[src/design/rtcg_pkg.sv]
// Constants for the real-time clock general configuration block
package rtcg_pkg;
  // ==========================================================
  // Register indices (byte address is four times the index)
  localparam logic [5:0] IDX_SEC   = 6'h00;
  localparam logic [5:0] IDX_ASEC  = 6'h01;
  localparam logic [5:0] IDX_MIN   = 6'h02;
  localparam logic [5:0] IDX_AMIN  = 6'h03;
  localparam logic [5:0] IDX_HOUR  = 6'h04;
  localparam logic [5:0] IDX_AHOUR = 6'h05;
  localparam logic [5:0] IDX_WDAY  = 6'h06;
  localparam logic [5:0] IDX_DATE  = 6'h07;
  localparam logic [5:0] IDX_MON   = 6'h08;
  localparam logic [5:0] IDX_RATE  = 6'h0a;
  localparam logic [5:0] IDX_CFG   = 6'h0b;
  localparam logic [5:0] IDX_FLAG  = 6'h0c;
  // ==========================================================
  // General configuration bit positions
  localparam int CFG_INHIBIT = 7;
  localparam int CFG_PIE     = 6;
  localparam int CFG_AIE     = 5;
  localparam int CFG_UIE     = 4;
  localparam int CFG_SQUARE_WAVE_ENABLE    = 3;
  localparam int CFG_BIN     = 2;
  localparam int CFG_H24     = 1;
  localparam int CFG_DSE     = 0;
  // ==========================================================
  // Flag register bit positions
  localparam int FLG_IRQ = 7;
  localparam int FLG_PF  = 6;
  localparam int FLG_AF  = 5;
  localparam int FLG_UF  = 4;
  // ==========================================================
  // Timebase and calendar constants
  localparam int         TICK_HZ     = 32768;
  localparam int         DIV_BITS    = 15;
  localparam logic [1:0] ALARM_DC    = 2'h3;
  localparam logic [7:0] SUNDAY      = 8'h01;
  localparam logic [7:0] DAYS_WEEK   = 8'h07;
  localparam logic [7:0] MON_APRIL   = 8'h04;
  localparam logic [7:0] MON_OCTOBER = 8'h0a;
  localparam logic [7:0] APR_LAST_D  = 8'h07;
  localparam logic [7:0] OCT_FIRST_D = 8'h19;
  localparam logic [7:0] MONTHS      = 8'h0c;
  localparam logic [7:0] SEC_MAX     = 8'h3b;
  localparam logic [7:0] HOUR_MAX    = 8'h17;
  localparam logic [7:0] HOUR_NOON   = 8'h0c;
  localparam logic [7:0] DST_HOUR    = 8'h01;
  localparam logic [7:0] DST_SKIP_TO = 8'h03;
endpackage

[src/design/rtcg_general_config.sv]
// Real-time clock core around the general configuration register
//
// Notes on behaviour
// - Configuration register is 8 bits at index 0x0b, read and write.
// - Inhibit bit 7 clear: one time update per second; no reset touches it.
// - Setting inhibit aborts a pending update and stops updates until cleared.
// - Inhibit is a pure update gate and survives every reset.
// - Periodic enable bit 6 raises interrupt at the rate-select period.
// - Periodic, update-ended and square-wave enables cleared by resume reset only.
// - Alarm enable bit 5 raises interrupt when an update sets the alarm flag.
// - Alarm enable cleared only by the RTC-well reset.
// - Update-ended enable bit 4 raises interrupt at each update completion.
// - Square-wave enable bit 3 is storage only, drives nothing.
// - Bit 2 one selects binary, zero BCD; no reset changes it.
// - Bit 1 one selects 24-hour, zero 12-hour; no reset changes it.
// - In 12-hour mode hour bit 7 is the PM indicator.
// - Daylight saving: first April Sunday 1:59:59 AM jumps to 3:00:00.
// - Last October Sunday: first 1:59:59 AM goes back to 1:00:00, once.
// - Daylight saving disabled: no special hour changes.
// - Switch dates follow 1987 US law; enable survives every reset.
// - Interrupt request is OR of each flag ANDed with its enable.
// - Update-ended flag set after each update; cleared by read or resume reset.
// - Rate select zero produces no periodic events.
`timescale 1ns/1ps
module rtcg_general_config
  import rtcg_pkg::*;
#(
  parameter int CLK_HZ = 10000000
) (
  // Clock and reset
  input  wire logic        clk_sys,
  input  wire logic        sys_rst,
  // Power-well reset pins, asynchronous, active low
  input  wire logic        resume_well_reset_n,
  input  wire logic        rtc_well_reset_n,
  // Avalon-MM slave
  input  wire logic [7:0]  avs_address,
  input  wire logic        avs_read,
  input  wire logic        avs_write,
  input  wire logic [3:0]  avs_byteenable,
  input  wire logic [31:0] avs_writedata,
  output logic      [31:0] avs_readdata,
  output logic             avs_waitrequest,
  // Interrupt output, active low
  output logic             rtc_irq_out_n
);

  localparam logic [31:0] CLK_W  = 32'(CLK_HZ);
  localparam logic [31:0] TICK_W = 32'(TICK_HZ);

  // ==========================================================
  // Encoding helpers
  function automatic logic [7:0] enc(input logic [7:0] v, input logic bin);
    enc = bin ? v : {4'(v / 8'd10), 4'(v % 8'd10)};
  endfunction

  function automatic logic [7:0] dec(input logic [7:0] d, input logic bin);
    dec = bin ? d : 8'(d[7:4] * 8'd10 + {4'h0, d[3:0]});
  endfunction

  function automatic logic [7:0] enc_hour(input logic [7:0] h,
                                          input logic bin,
                                          input logic h24);
    logic [7:0] h12;
    logic [7:0] e12;
    h12 = (h == 8'h00) ? HOUR_NOON : (h > HOUR_NOON) ? 8'(h - HOUR_NOON) : h;
    e12 = enc(h12, bin);
    if (h24) begin
      enc_hour = enc(h, bin);
    end else begin
      enc_hour = {h >= HOUR_NOON, e12[6:0]};
    end
  endfunction

  function automatic logic [7:0] dec_hour(input logic [7:0] d,
                                          input logic bin,
                                          input logic h24);
    logic [7:0] h12;
    h12 = dec({1'b0, d[6:0]}, bin);
    if (h24) begin
      dec_hour = dec(d, bin);
    end else begin
      dec_hour = 8'((h12 == HOUR_NOON ? 8'h00 : h12)
                    + (d[7] ? HOUR_NOON : 8'h00));
    end
  endfunction

  function automatic logic [7:0] days_in(input logic [7:0] m);
    case (m)
      8'h02:                      days_in = 8'h1c;
      8'h04, 8'h06, 8'h09, 8'h0b: days_in = 8'h1e;
      default:                    days_in = 8'h1f;
    endcase
  endfunction

  function automatic logic [DIV_BITS-1:0] tap_mask(input logic [3:0] rs);
    logic [3:0] n;
    n = (rs >= 4'h3) ? 4'(rs - 4'h1) : 4'(rs + 4'h6);
    tap_mask = DIV_BITS'((16'h1 << n) - 16'h1);
  endfunction

  function automatic logic amatch(input logic [7:0] a, input logic [7:0] v);
    amatch = (a[7:6] == ALARM_DC) || (a == v);
  endfunction

  // ==========================================================
  // State
  logic [2:0]          rsm_sync_r, rsm_sync_nxt;
  logic [2:0]          rtcw_sync_r, rtcw_sync_nxt;
  logic                rsm_lvl_r, rsm_lvl_nxt;
  logic                rtcw_lvl_r, rtcw_lvl_nxt;
  logic                pend_r, pend_nxt;
  logic [31:0]         rdata_r, rdata_nxt;
  logic [31:0]         acc_r, acc_nxt;
  logic [DIV_BITS-1:0] div_r, div_nxt;
  logic [7:0]          cfg_r, cfg_nxt;
  logic [3:0]          rate_r, rate_nxt;
  logic                pf_r, pf_nxt;
  logic                af_r, af_nxt;
  logic                uf_r, uf_nxt;
  logic [7:0]          sec_r, sec_nxt;
  logic [7:0]          min_r, min_nxt;
  logic [7:0]          hour_r, hour_nxt;
  logic [7:0]          wday_r, wday_nxt;
  logic [7:0]          date_r, date_nxt;
  logic [7:0]          mon_r, mon_nxt;
  logic [7:0]          asec_r, asec_nxt;
  logic [7:0]          amin_r, amin_nxt;
  logic [7:0]          ahour_r, ahour_nxt;
  logic                fell_r, fell_nxt;

  // Decoded strobes and helpers
  logic       req;
  logic       acc_rd;
  logic       wr;
  logic [5:0] idx;
  logic [7:0] wd;
  logic       tick;
  logic       sec_tick;
  logic       upd;
  logic       at_159;
  logic       irq_request_flag;
  logic [7:0] rd_byte;

  // ==========================================================
  // Bus handshake: one wait cycle, then accept
  assign req             = avs_read | avs_write;
  assign avs_waitrequest = req & ~pend_r;
  assign avs_readdata    = rdata_r;
  assign idx             = avs_address[7:2];
  assign wd              = avs_writedata[7:0];

  // Interrupt request from flags and enables
  assign irq_request_flag = (pf_r & cfg_r[CFG_PIE]) | (af_r & cfg_r[CFG_AIE])
              | (uf_r & cfg_r[CFG_UIE]);
  assign rtc_irq_out_n = ~irq_request_flag;

  // ==========================================================
  // Next-state logic
  always_comb begin
    // Pin synchronisers; level changes once stages two and three agree
    rsm_sync_nxt  = {rsm_sync_r[1:0], resume_well_reset_n};
    rtcw_sync_nxt = {rtcw_sync_r[1:0], rtc_well_reset_n};
    rsm_lvl_nxt   = (rsm_sync_r[1] == rsm_sync_r[2]) ? rsm_sync_r[2]
                                                     : rsm_lvl_r;
    rtcw_lvl_nxt  = (rtcw_sync_r[1] == rtcw_sync_r[2]) ? rtcw_sync_r[2]
                                                       : rtcw_lvl_r;

    // Bus phase
    pend_nxt = req & ~pend_r;
    acc_rd   = avs_read & pend_r;
    wr       = avs_write & pend_r & avs_byteenable[0];

    // Read mux, captured in the wait cycle
    case (idx)
      IDX_SEC:   rd_byte = enc(sec_r, cfg_r[CFG_BIN]);
      IDX_MIN:   rd_byte = enc(min_r, cfg_r[CFG_BIN]);
      IDX_HOUR:  rd_byte = enc_hour(hour_r, cfg_r[CFG_BIN],
                                    cfg_r[CFG_H24]);
      IDX_WDAY:  rd_byte = enc(wday_r, cfg_r[CFG_BIN]);
      IDX_DATE:  rd_byte = enc(date_r, cfg_r[CFG_BIN]);
      IDX_MON:   rd_byte = enc(mon_r, cfg_r[CFG_BIN]);
      IDX_ASEC:  rd_byte = asec_r;
      IDX_AMIN:  rd_byte = amin_r;
      IDX_AHOUR: rd_byte = ahour_r;
      IDX_RATE:  rd_byte = {4'h0, rate_r};
      IDX_CFG:   rd_byte = cfg_r;
      IDX_FLAG:  rd_byte = {irq_request_flag, pf_r, af_r, uf_r, 4'h0};
      default:   rd_byte = 8'h00;
    endcase
    rdata_nxt = (avs_read & ~pend_r) ? {24'h0, rd_byte} : rdata_r;

    // Configuration and rate registers
    cfg_nxt  = (wr && idx == IDX_CFG) ? wd : cfg_r;
    rate_nxt = (wr && idx == IDX_RATE) ? wd[3:0] : rate_r;
    if (!rsm_lvl_r) begin
      cfg_nxt[CFG_PIE]  = 1'b0;
      cfg_nxt[CFG_UIE]  = 1'b0;
      cfg_nxt[CFG_SQUARE_WAVE_ENABLE] = 1'b0;
    end
    if (!rtcw_lvl_r) begin
      cfg_nxt[CFG_AIE] = 1'b0;
    end

    // 32768 Hz tick by phase accumulation, then divider chain
    acc_nxt = acc_r + TICK_W;
    tick    = 1'b0;
    if (acc_nxt >= CLK_W) begin
      acc_nxt = acc_nxt - CLK_W;
      tick    = 1'b1;
    end
    div_nxt  = tick ? DIV_BITS'(div_r + 1'b1) : div_r;
    sec_tick = tick && (div_nxt == '0);
    // Update gated by this cycle's inhibit value, so a write aborts it
    upd = sec_tick & ~cfg_nxt[CFG_INHIBIT];

    // Time counters: bus writes win over the update
    sec_nxt  = sec_r;
    min_nxt  = min_r;
    hour_nxt = hour_r;
    wday_nxt = wday_r;
    date_nxt = date_r;
    mon_nxt  = mon_r;
    fell_nxt = fell_r;
    at_159   = (hour_r == DST_HOUR) && (min_r == SEC_MAX)
            && (sec_r == SEC_MAX);
    if (wr && (idx == IDX_SEC || idx == IDX_MIN || idx == IDX_HOUR
        || idx == IDX_WDAY || idx == IDX_DATE || idx == IDX_MON)) begin
      case (idx)
        IDX_SEC:  sec_nxt  = dec(wd, cfg_r[CFG_BIN]);
        IDX_MIN:  min_nxt  = dec(wd, cfg_r[CFG_BIN]);
        IDX_HOUR: hour_nxt = dec_hour(wd, cfg_r[CFG_BIN], cfg_r[CFG_H24]);
        IDX_WDAY: wday_nxt = dec(wd, cfg_r[CFG_BIN]);
        IDX_DATE: date_nxt = dec(wd, cfg_r[CFG_BIN]);
        default:  mon_nxt  = dec(wd, cfg_r[CFG_BIN]);
      endcase
    end else if (upd) begin
      if (cfg_r[CFG_DSE] && at_159 && mon_r == MON_APRIL
          && wday_r == SUNDAY && date_r <= APR_LAST_D) begin
        sec_nxt  = 8'h00;
        min_nxt  = 8'h00;
        hour_nxt = DST_SKIP_TO;
      end else if (cfg_r[CFG_DSE] && at_159 && !fell_r
                   && mon_r == MON_OCTOBER && wday_r == SUNDAY
                   && date_r >= OCT_FIRST_D) begin
        sec_nxt  = 8'h00;
        min_nxt  = 8'h00;
        fell_nxt = 1'b1;
      end else if (sec_r < SEC_MAX) begin
        sec_nxt = 8'(sec_r + 8'h01);
      end else begin
        sec_nxt = 8'h00;
        if (min_r < SEC_MAX) begin
          min_nxt = 8'(min_r + 8'h01);
        end else begin
          min_nxt = 8'h00;
          if (hour_r < HOUR_MAX) begin
            hour_nxt = 8'(hour_r + 8'h01);
          end else begin
            hour_nxt = 8'h00;
            fell_nxt = 1'b0;
            wday_nxt = (wday_r >= DAYS_WEEK) ? SUNDAY : 8'(wday_r + 8'h01);
            if (date_r < days_in(mon_r)) begin
              date_nxt = 8'(date_r + 8'h01);
            end else begin
              date_nxt = 8'h01;
              mon_nxt  = (mon_r >= MONTHS) ? 8'h01 : 8'(mon_r + 8'h01);
            end
          end
        end
      end
    end

    // Alarm registers hold raw bytes in the software format
    asec_nxt  = (wr && idx == IDX_ASEC) ? wd : asec_r;
    amin_nxt  = (wr && idx == IDX_AMIN) ? wd : amin_r;
    ahour_nxt = (wr && idx == IDX_AHOUR) ? wd : ahour_r;

    // Flags: read clears only what was captured; new set wins
    pf_nxt = pf_r;
    af_nxt = af_r;
    uf_nxt = uf_r;
    if (acc_rd && idx == IDX_FLAG) begin
      pf_nxt = pf_r & ~rdata_r[FLG_PF];
      af_nxt = af_r & ~rdata_r[FLG_AF];
      uf_nxt = uf_r & ~rdata_r[FLG_UF];
    end
    if (tick && rate_r != 4'h0
        && (div_nxt & tap_mask(rate_r)) == '0) begin
      pf_nxt = 1'b1;
    end
    if (upd) begin
      uf_nxt = 1'b1;
      if (amatch(asec_r, enc(sec_nxt, cfg_r[CFG_BIN]))
          && amatch(amin_r, enc(min_nxt, cfg_r[CFG_BIN]))
          && amatch(ahour_r, enc_hour(hour_nxt, cfg_r[CFG_BIN],
                                      cfg_r[CFG_H24]))) begin
        af_nxt = 1'b1;
      end
    end
    if (!rsm_lvl_r) begin
      pf_nxt = 1'b0;
      uf_nxt = 1'b0;
    end
    if (!rtcw_lvl_r) begin
      af_nxt = 1'b0;
    end
  end

  // ==========================================================
  // Registers; configuration bits have no system reset
  always_ff @(posedge clk_sys) begin
    cfg_r <= cfg_nxt;
    if (sys_rst) begin
      rsm_sync_r  <= 3'h7;
      rtcw_sync_r <= 3'h7;
      rsm_lvl_r   <= 1'b1;
      rtcw_lvl_r  <= 1'b1;
      pend_r      <= 1'b0;
      rdata_r     <= 32'h0;
      acc_r       <= 32'h0;
      div_r       <= '0;
      rate_r      <= 4'h0;
      pf_r        <= 1'b0;
      af_r        <= 1'b0;
      uf_r        <= 1'b0;
      sec_r       <= 8'h00;
      min_r       <= 8'h00;
      hour_r      <= 8'h00;
      wday_r      <= 8'h01;
      date_r      <= 8'h01;
      mon_r       <= 8'h01;
      asec_r      <= 8'h00;
      amin_r      <= 8'h00;
      ahour_r     <= 8'h00;
      fell_r      <= 1'b0;
    end else begin
      rsm_sync_r  <= rsm_sync_nxt;
      rtcw_sync_r <= rtcw_sync_nxt;
      rsm_lvl_r   <= rsm_lvl_nxt;
      rtcw_lvl_r  <= rtcw_lvl_nxt;
      pend_r      <= pend_nxt;
      rdata_r     <= rdata_nxt;
      acc_r       <= acc_nxt;
      div_r       <= div_nxt;
      rate_r      <= rate_nxt;
      pf_r        <= pf_nxt;
      af_r        <= af_nxt;
      uf_r        <= uf_nxt;
      sec_r       <= sec_nxt;
      min_r       <= min_nxt;
      hour_r      <= hour_nxt;
      wday_r      <= wday_nxt;
      date_r      <= date_nxt;
      mon_r       <= mon_nxt;
      asec_r      <= asec_nxt;
      amin_r      <= amin_nxt;
      ahour_r     <= ahour_nxt;
      fell_r      <= fell_nxt;
    end
  end

endmodule

[config.mk]
export PLATFORM = sky130hd
export DESIGN_NAME = rtcg_general_config
export DESIGN_NICKNAME = d
export VERILOG_FILES = /design/src/design/rtcg_pkg.sv /design/src/design/rtcg_general_config.sv
export SDC_FILE = /design/constraint.sdc
export NUM_CORES = 1
export LEC_CHECK = 0
export BUFFER_PORTS_ARGS = -buffer_cell sky130_fd_sc_hd__buf_2
export CELL_PAD_IN_SITES_DETAIL_PLACEMENT = 1
export CELL_PAD_IN_SITES_GLOBAL_PLACEMENT = 1
export CORE_AREA = 2 2 267 216
export CTS_BUF_LIST = sky130_fd_sc_hd__clkbuf_4 sky130_fd_sc_hd__clkbuf_8
export CTS_CLUSTER_SIZE = 16
export DETAILED_ROUTE_END_ITERATION = 10
export DIE_AREA = 0 0 269 218
export HOLD_SLACK_MARGIN = 0.12
export PLACE_DENSITY_LB_ADDON = 0.1
export SYNTH_ARGS = -nofsm -noshare
export SYNTH_HDL_FRONTEND = slang
export SYNTH_SLANG_ARGS = --single-unit
export TNS_END_PERCENT = 50
[constraint.sdc]
create_clock -name clk_sys -period 20 [get_ports clk_sys]
set_input_delay 3 -clock clk_sys [delete_from_list [all_inputs] [get_ports clk_sys]]
set_output_delay 3 -clock clk_sys [all_outputs]
set_load 0.02 [all_outputs]
==> results.py <==
metrics = {
    "outcome": {
        "status": "completed",
    },
    "global_route": {
        "grt_overflow": 0,
        "grt_max_degree": 78,
        "grt_pass1_wl_um": 105000,
        "grt_pass1_vias": 17200,
        "antenna_found_initial": 1,
        "grt_usage_pct": 23.1,
    },
    "routing": {
        "dr.pass1.iters": 5,
        "top_layer": "met4",
        "wl_met3_um": 3480,
        "post_drt_wl_per_cell_um": 21.9,
        "drtIter0Drc": 1382,
        "drc": 0,
        "wl_met1_um": 35700,
        "postRouteAntennaNets": 0,
        "vias_per_cell": 5.78,
        "via_count": 17900,
        "drt-total-wl_um": 67700,
        "wl_met2_um": 27900,
    },
    "final_layout": {
        "fin_area_um2": 17700,
        "nets": 2444,
        "layout_commonest_cell": "nor2_1",
        "final_cell_mix": "294 x nor2_1, 273 x nand2_1, 177 x a21oi_1, 160 x o21ai_0, 142 x dfxtp_1",
        "largest_reg_flops": 25,
        "area_growth_pct": 6.35,
        "largest-register": "acc_r",
        "largestRegisters": "acc_r (25), div_r (15)",
        "drive_gt1_share_pct": 7.83,
        "fillers": 7022,
    },
    "placed_design": {
        "place_congestion": 0.903,
        "placed_area_um2": 17200,
        "io_buffers": 30,
        "post-dp-hpwl_um": 50300,
    },
    "floorplanning": {
        "dieHeight_um": 218,
        "die_width_um": 269,
        "rows": 78,
        "core_area_um2": 56100,
        "die_area_um2": 58600,
        "num_io_pins": 84,
        "start_util_pct": 29.6,
    },
    "timing": {
        "finalCritPeriodShare_pct": 57.0,
        "fmax_mhz": 87.6,
        "hold_viol": 0,
        "grt_setup_unrepaired": "false",
        "drv_slew": 0,
        "fin_setup_tns_ns": 0,
        "slew_headroom_pct": 19.2,
        "setup_viol": 0,
        "tightest_slew_ns": 1.18,
        "fin_worst_skew_ns": 0.0245,
        "finalCriticalPeriod_ns": 11.41,
    },
    "logic_synthesis": {
        "synth.avg_cell_area_um2": 6.88,
        "ys_warn_count": 0,
        "synthCells": 2414,
        "ys_async_sr_fraction_pct": 0,
        "yosysUniqueCellTypes": 114,
        "synthFlopType": "dfxtp_1",
        "synth_seq_cells": 145,
        "synth_area_um2": 16600,
        "yosysSeqAreaShare_pct": 17.7,
        "synth_enable_flop_cells": 3,
    },
    "worst_setup_path": {
        "end_kind": "flop",
        "critPathLaunchType": "input port",
        "cp_max_fo": 14,
        "crit_type": "in -> reg",
        "arrival_ns": 11.90,
        "cp.required_ns": 20.49,
    },
    "run": {
        "maxCapViolCount": 0,
    },
    "cts": {
        "cts_sinks": 145,
        "tritoncts": "built",
        "cts-root-buf": "clkbuf_8",
        "h-tree-depth": 4,
        "cts-resized-gates": 0,
        "clockBufferDepth": 2,
        "ctsHoldBuffers": 0,
        "cts.clk_slew.worst_paths_ns": 0.10,
        "clock_latency_ns": 0.57,
        "cts_buffers": 17,
        "cts_setup_buffers": 0,
    },
    "pwr": {
        "p_int_w": 0.000718,
        "power_w": 0.00132,
        "ir_worst_vdd_v": 0.0000476,
        "p_seq_share_pct": 28.4,
        "netSwitchingPower_w": 0.000602,
        "clockPowerShare_pct": 22.5,
        "p_comb_share_pct": 49.1,
        "p_sw_share_pct": 45.6,
        "p_leak_nw": 6.21,
        "power_density_nw_per_um2": 74.7,
    },
    "min_path": {
        "hold_path.class": "reg -> reg",
    },
}
per-layer routing:
layer  vias to the layer above  track usage, %
met5                         -               0
met4                         0            4.31
met3                        39            3.68
met2                       365            33.2
met1                      8907            35.8
li1                       8600               -
worst paths after layout:
kind                                startpoint             end  slack, ns  cells past startpoint
worst max-delay path            avs_address[4]            af_r       8.59                     28
worst min-delay path            rtcw_sync_r[0]  rtcw_sync_r[1]       0.42                      1
worst max register to register       acc_r[15]            af_r      10.91                     28
worst min register to register  rtcw_sync_r[0]  rtcw_sync_r[1]       0.42                      1
area by class of cell:
| cell class | instances | area, um2 | area share, % |
|---|---|---|---|
| multi-input combinational | 2027 | 12600 | 71.5 |
| sequential | 145 | 2930 | 16.6 |
| tap | 760 | 951 | 5.38 |
| timing repair buffer | 71 | 460 | 2.61 |
| clock buffer | 19 | 249 | 1.41 |
| inverter | 62 | 233 | 1.32 |
| clock inverter | 13 | 209 | 1.18 |
| antenna | 1 | 2.50 | 0.0142 |
logic make-up (layout without fill, tap and decap cells):
kind of cell    after synthesis  in the layout  share of synthesized area (%)
simple gates                983            983                           28.2
other cells                   1             25                         0.0226
flops                       145            145                           17.7
mux                          62             62                           3.98
xor+xnor                    137            137                           7.27
fa+ha+maj                    75             75                           5.71
compound gates              746            746                           30.3
buf+inv                     265            165                           6.92
Yosys cell counts, drive strengths merged, types with 8 or more instances:
master	instances	share of area [%]
nor2	297	6.8
nand2	274	6.2
a21oi	177	5.3
o21ai	166	5.0
dfxtp	142	17
clkbuf	138	3.1
xnor2	99	5.3
nand3	93	2.9
nor3	76	2.5
ha	67	5.0
buf	65	2.4
inv	62	1.4
a31oi	45	1.8
a211oi	44	2.0
mux2i	44	2.7
xor2	38	2.0
nor2b	36	1.4
nand2b	35	1.3
nand4	32	1.3
a22oi	30	1.4
o211ai	27	1.2
and3	26	0.98
o22ai	24	0.94
a221oi	23	1.3
and2	23	0.87
a21o	18	0.81
mux2	17	1.2
o31ai	17	0.83
or3	17	0.64
or2	16	0.60
nor4	15	0.56
o21a	15	0.68
a311oi	14	0.92
a31o	12	0.63
a211o	10	0.53
a41oi	10	0.53
a21boi	9	0.41
a32oi	9	0.59
nor3b	9	0.41
o221ai	9	0.47
o32ai	9	0.47
o311ai	8	0.42
or4	8	0.36
metrics by stage:
stage          cells  hold slack, ns  utilization (%)  worst slack, ns
2_1_floorplan   2437           0.389                -            10.02
3_3_place_gp    3065           0.403             30.7             8.30
3_5_place_dp    3065           0.405             30.7             8.02
4_1_cts         3097           0.424             31.5             8.66
5_1_grt         3097           0.438             31.5             7.97
6_report        3098           0.416             31.5             8.59
worst max-delay path, stage by stage:
cell and delay, ns:
buf_2 0.14, or4b_1 0.70, nor3_4 0.63, mux2_1 0.44
or4_1 0.59, a31oi_1 0.35, o311a_1 0.26, and4_4 0.41
mux2i_1 0.14, a22oi_2 0.70, ha_1 0.49, o21ai_0 0.20
o21ai_2 0.22, o31ai_1 0.09, mux2i_1 0.26, ha_1 0.31
o22ai_2 0.62, a21oi_1 0.16, o21ai_0 0.38, nand2_1 0.20
nor2_1 0.15, ha_1 0.15, inv_1 0.05, o211a_1 0.11
or4_1 0.47, a31oi_1 0.19, a41oi_1 0.18, o31ai_1 0.27
power groups by stage:
| stage | Combinational [W] | Sequential (W) | Clock (W) |
|---|---|---|---|
| floorplan | 0.000501 | 0.000350 | 0 |
| global placement | 0.000627 | 0.000379 | 0 |
| detailed placement | 0.000642 | 0.000380 | 0 |
| CTS | 0.000646 | 0.000374 | 0.000310 |
| global route | 0.000723 | 0.000381 | 0.000317 |
| finish | 0.000648 | 0.000374 | 0.000297 |
Note: power is estimated with default switching activity, not from simulation.
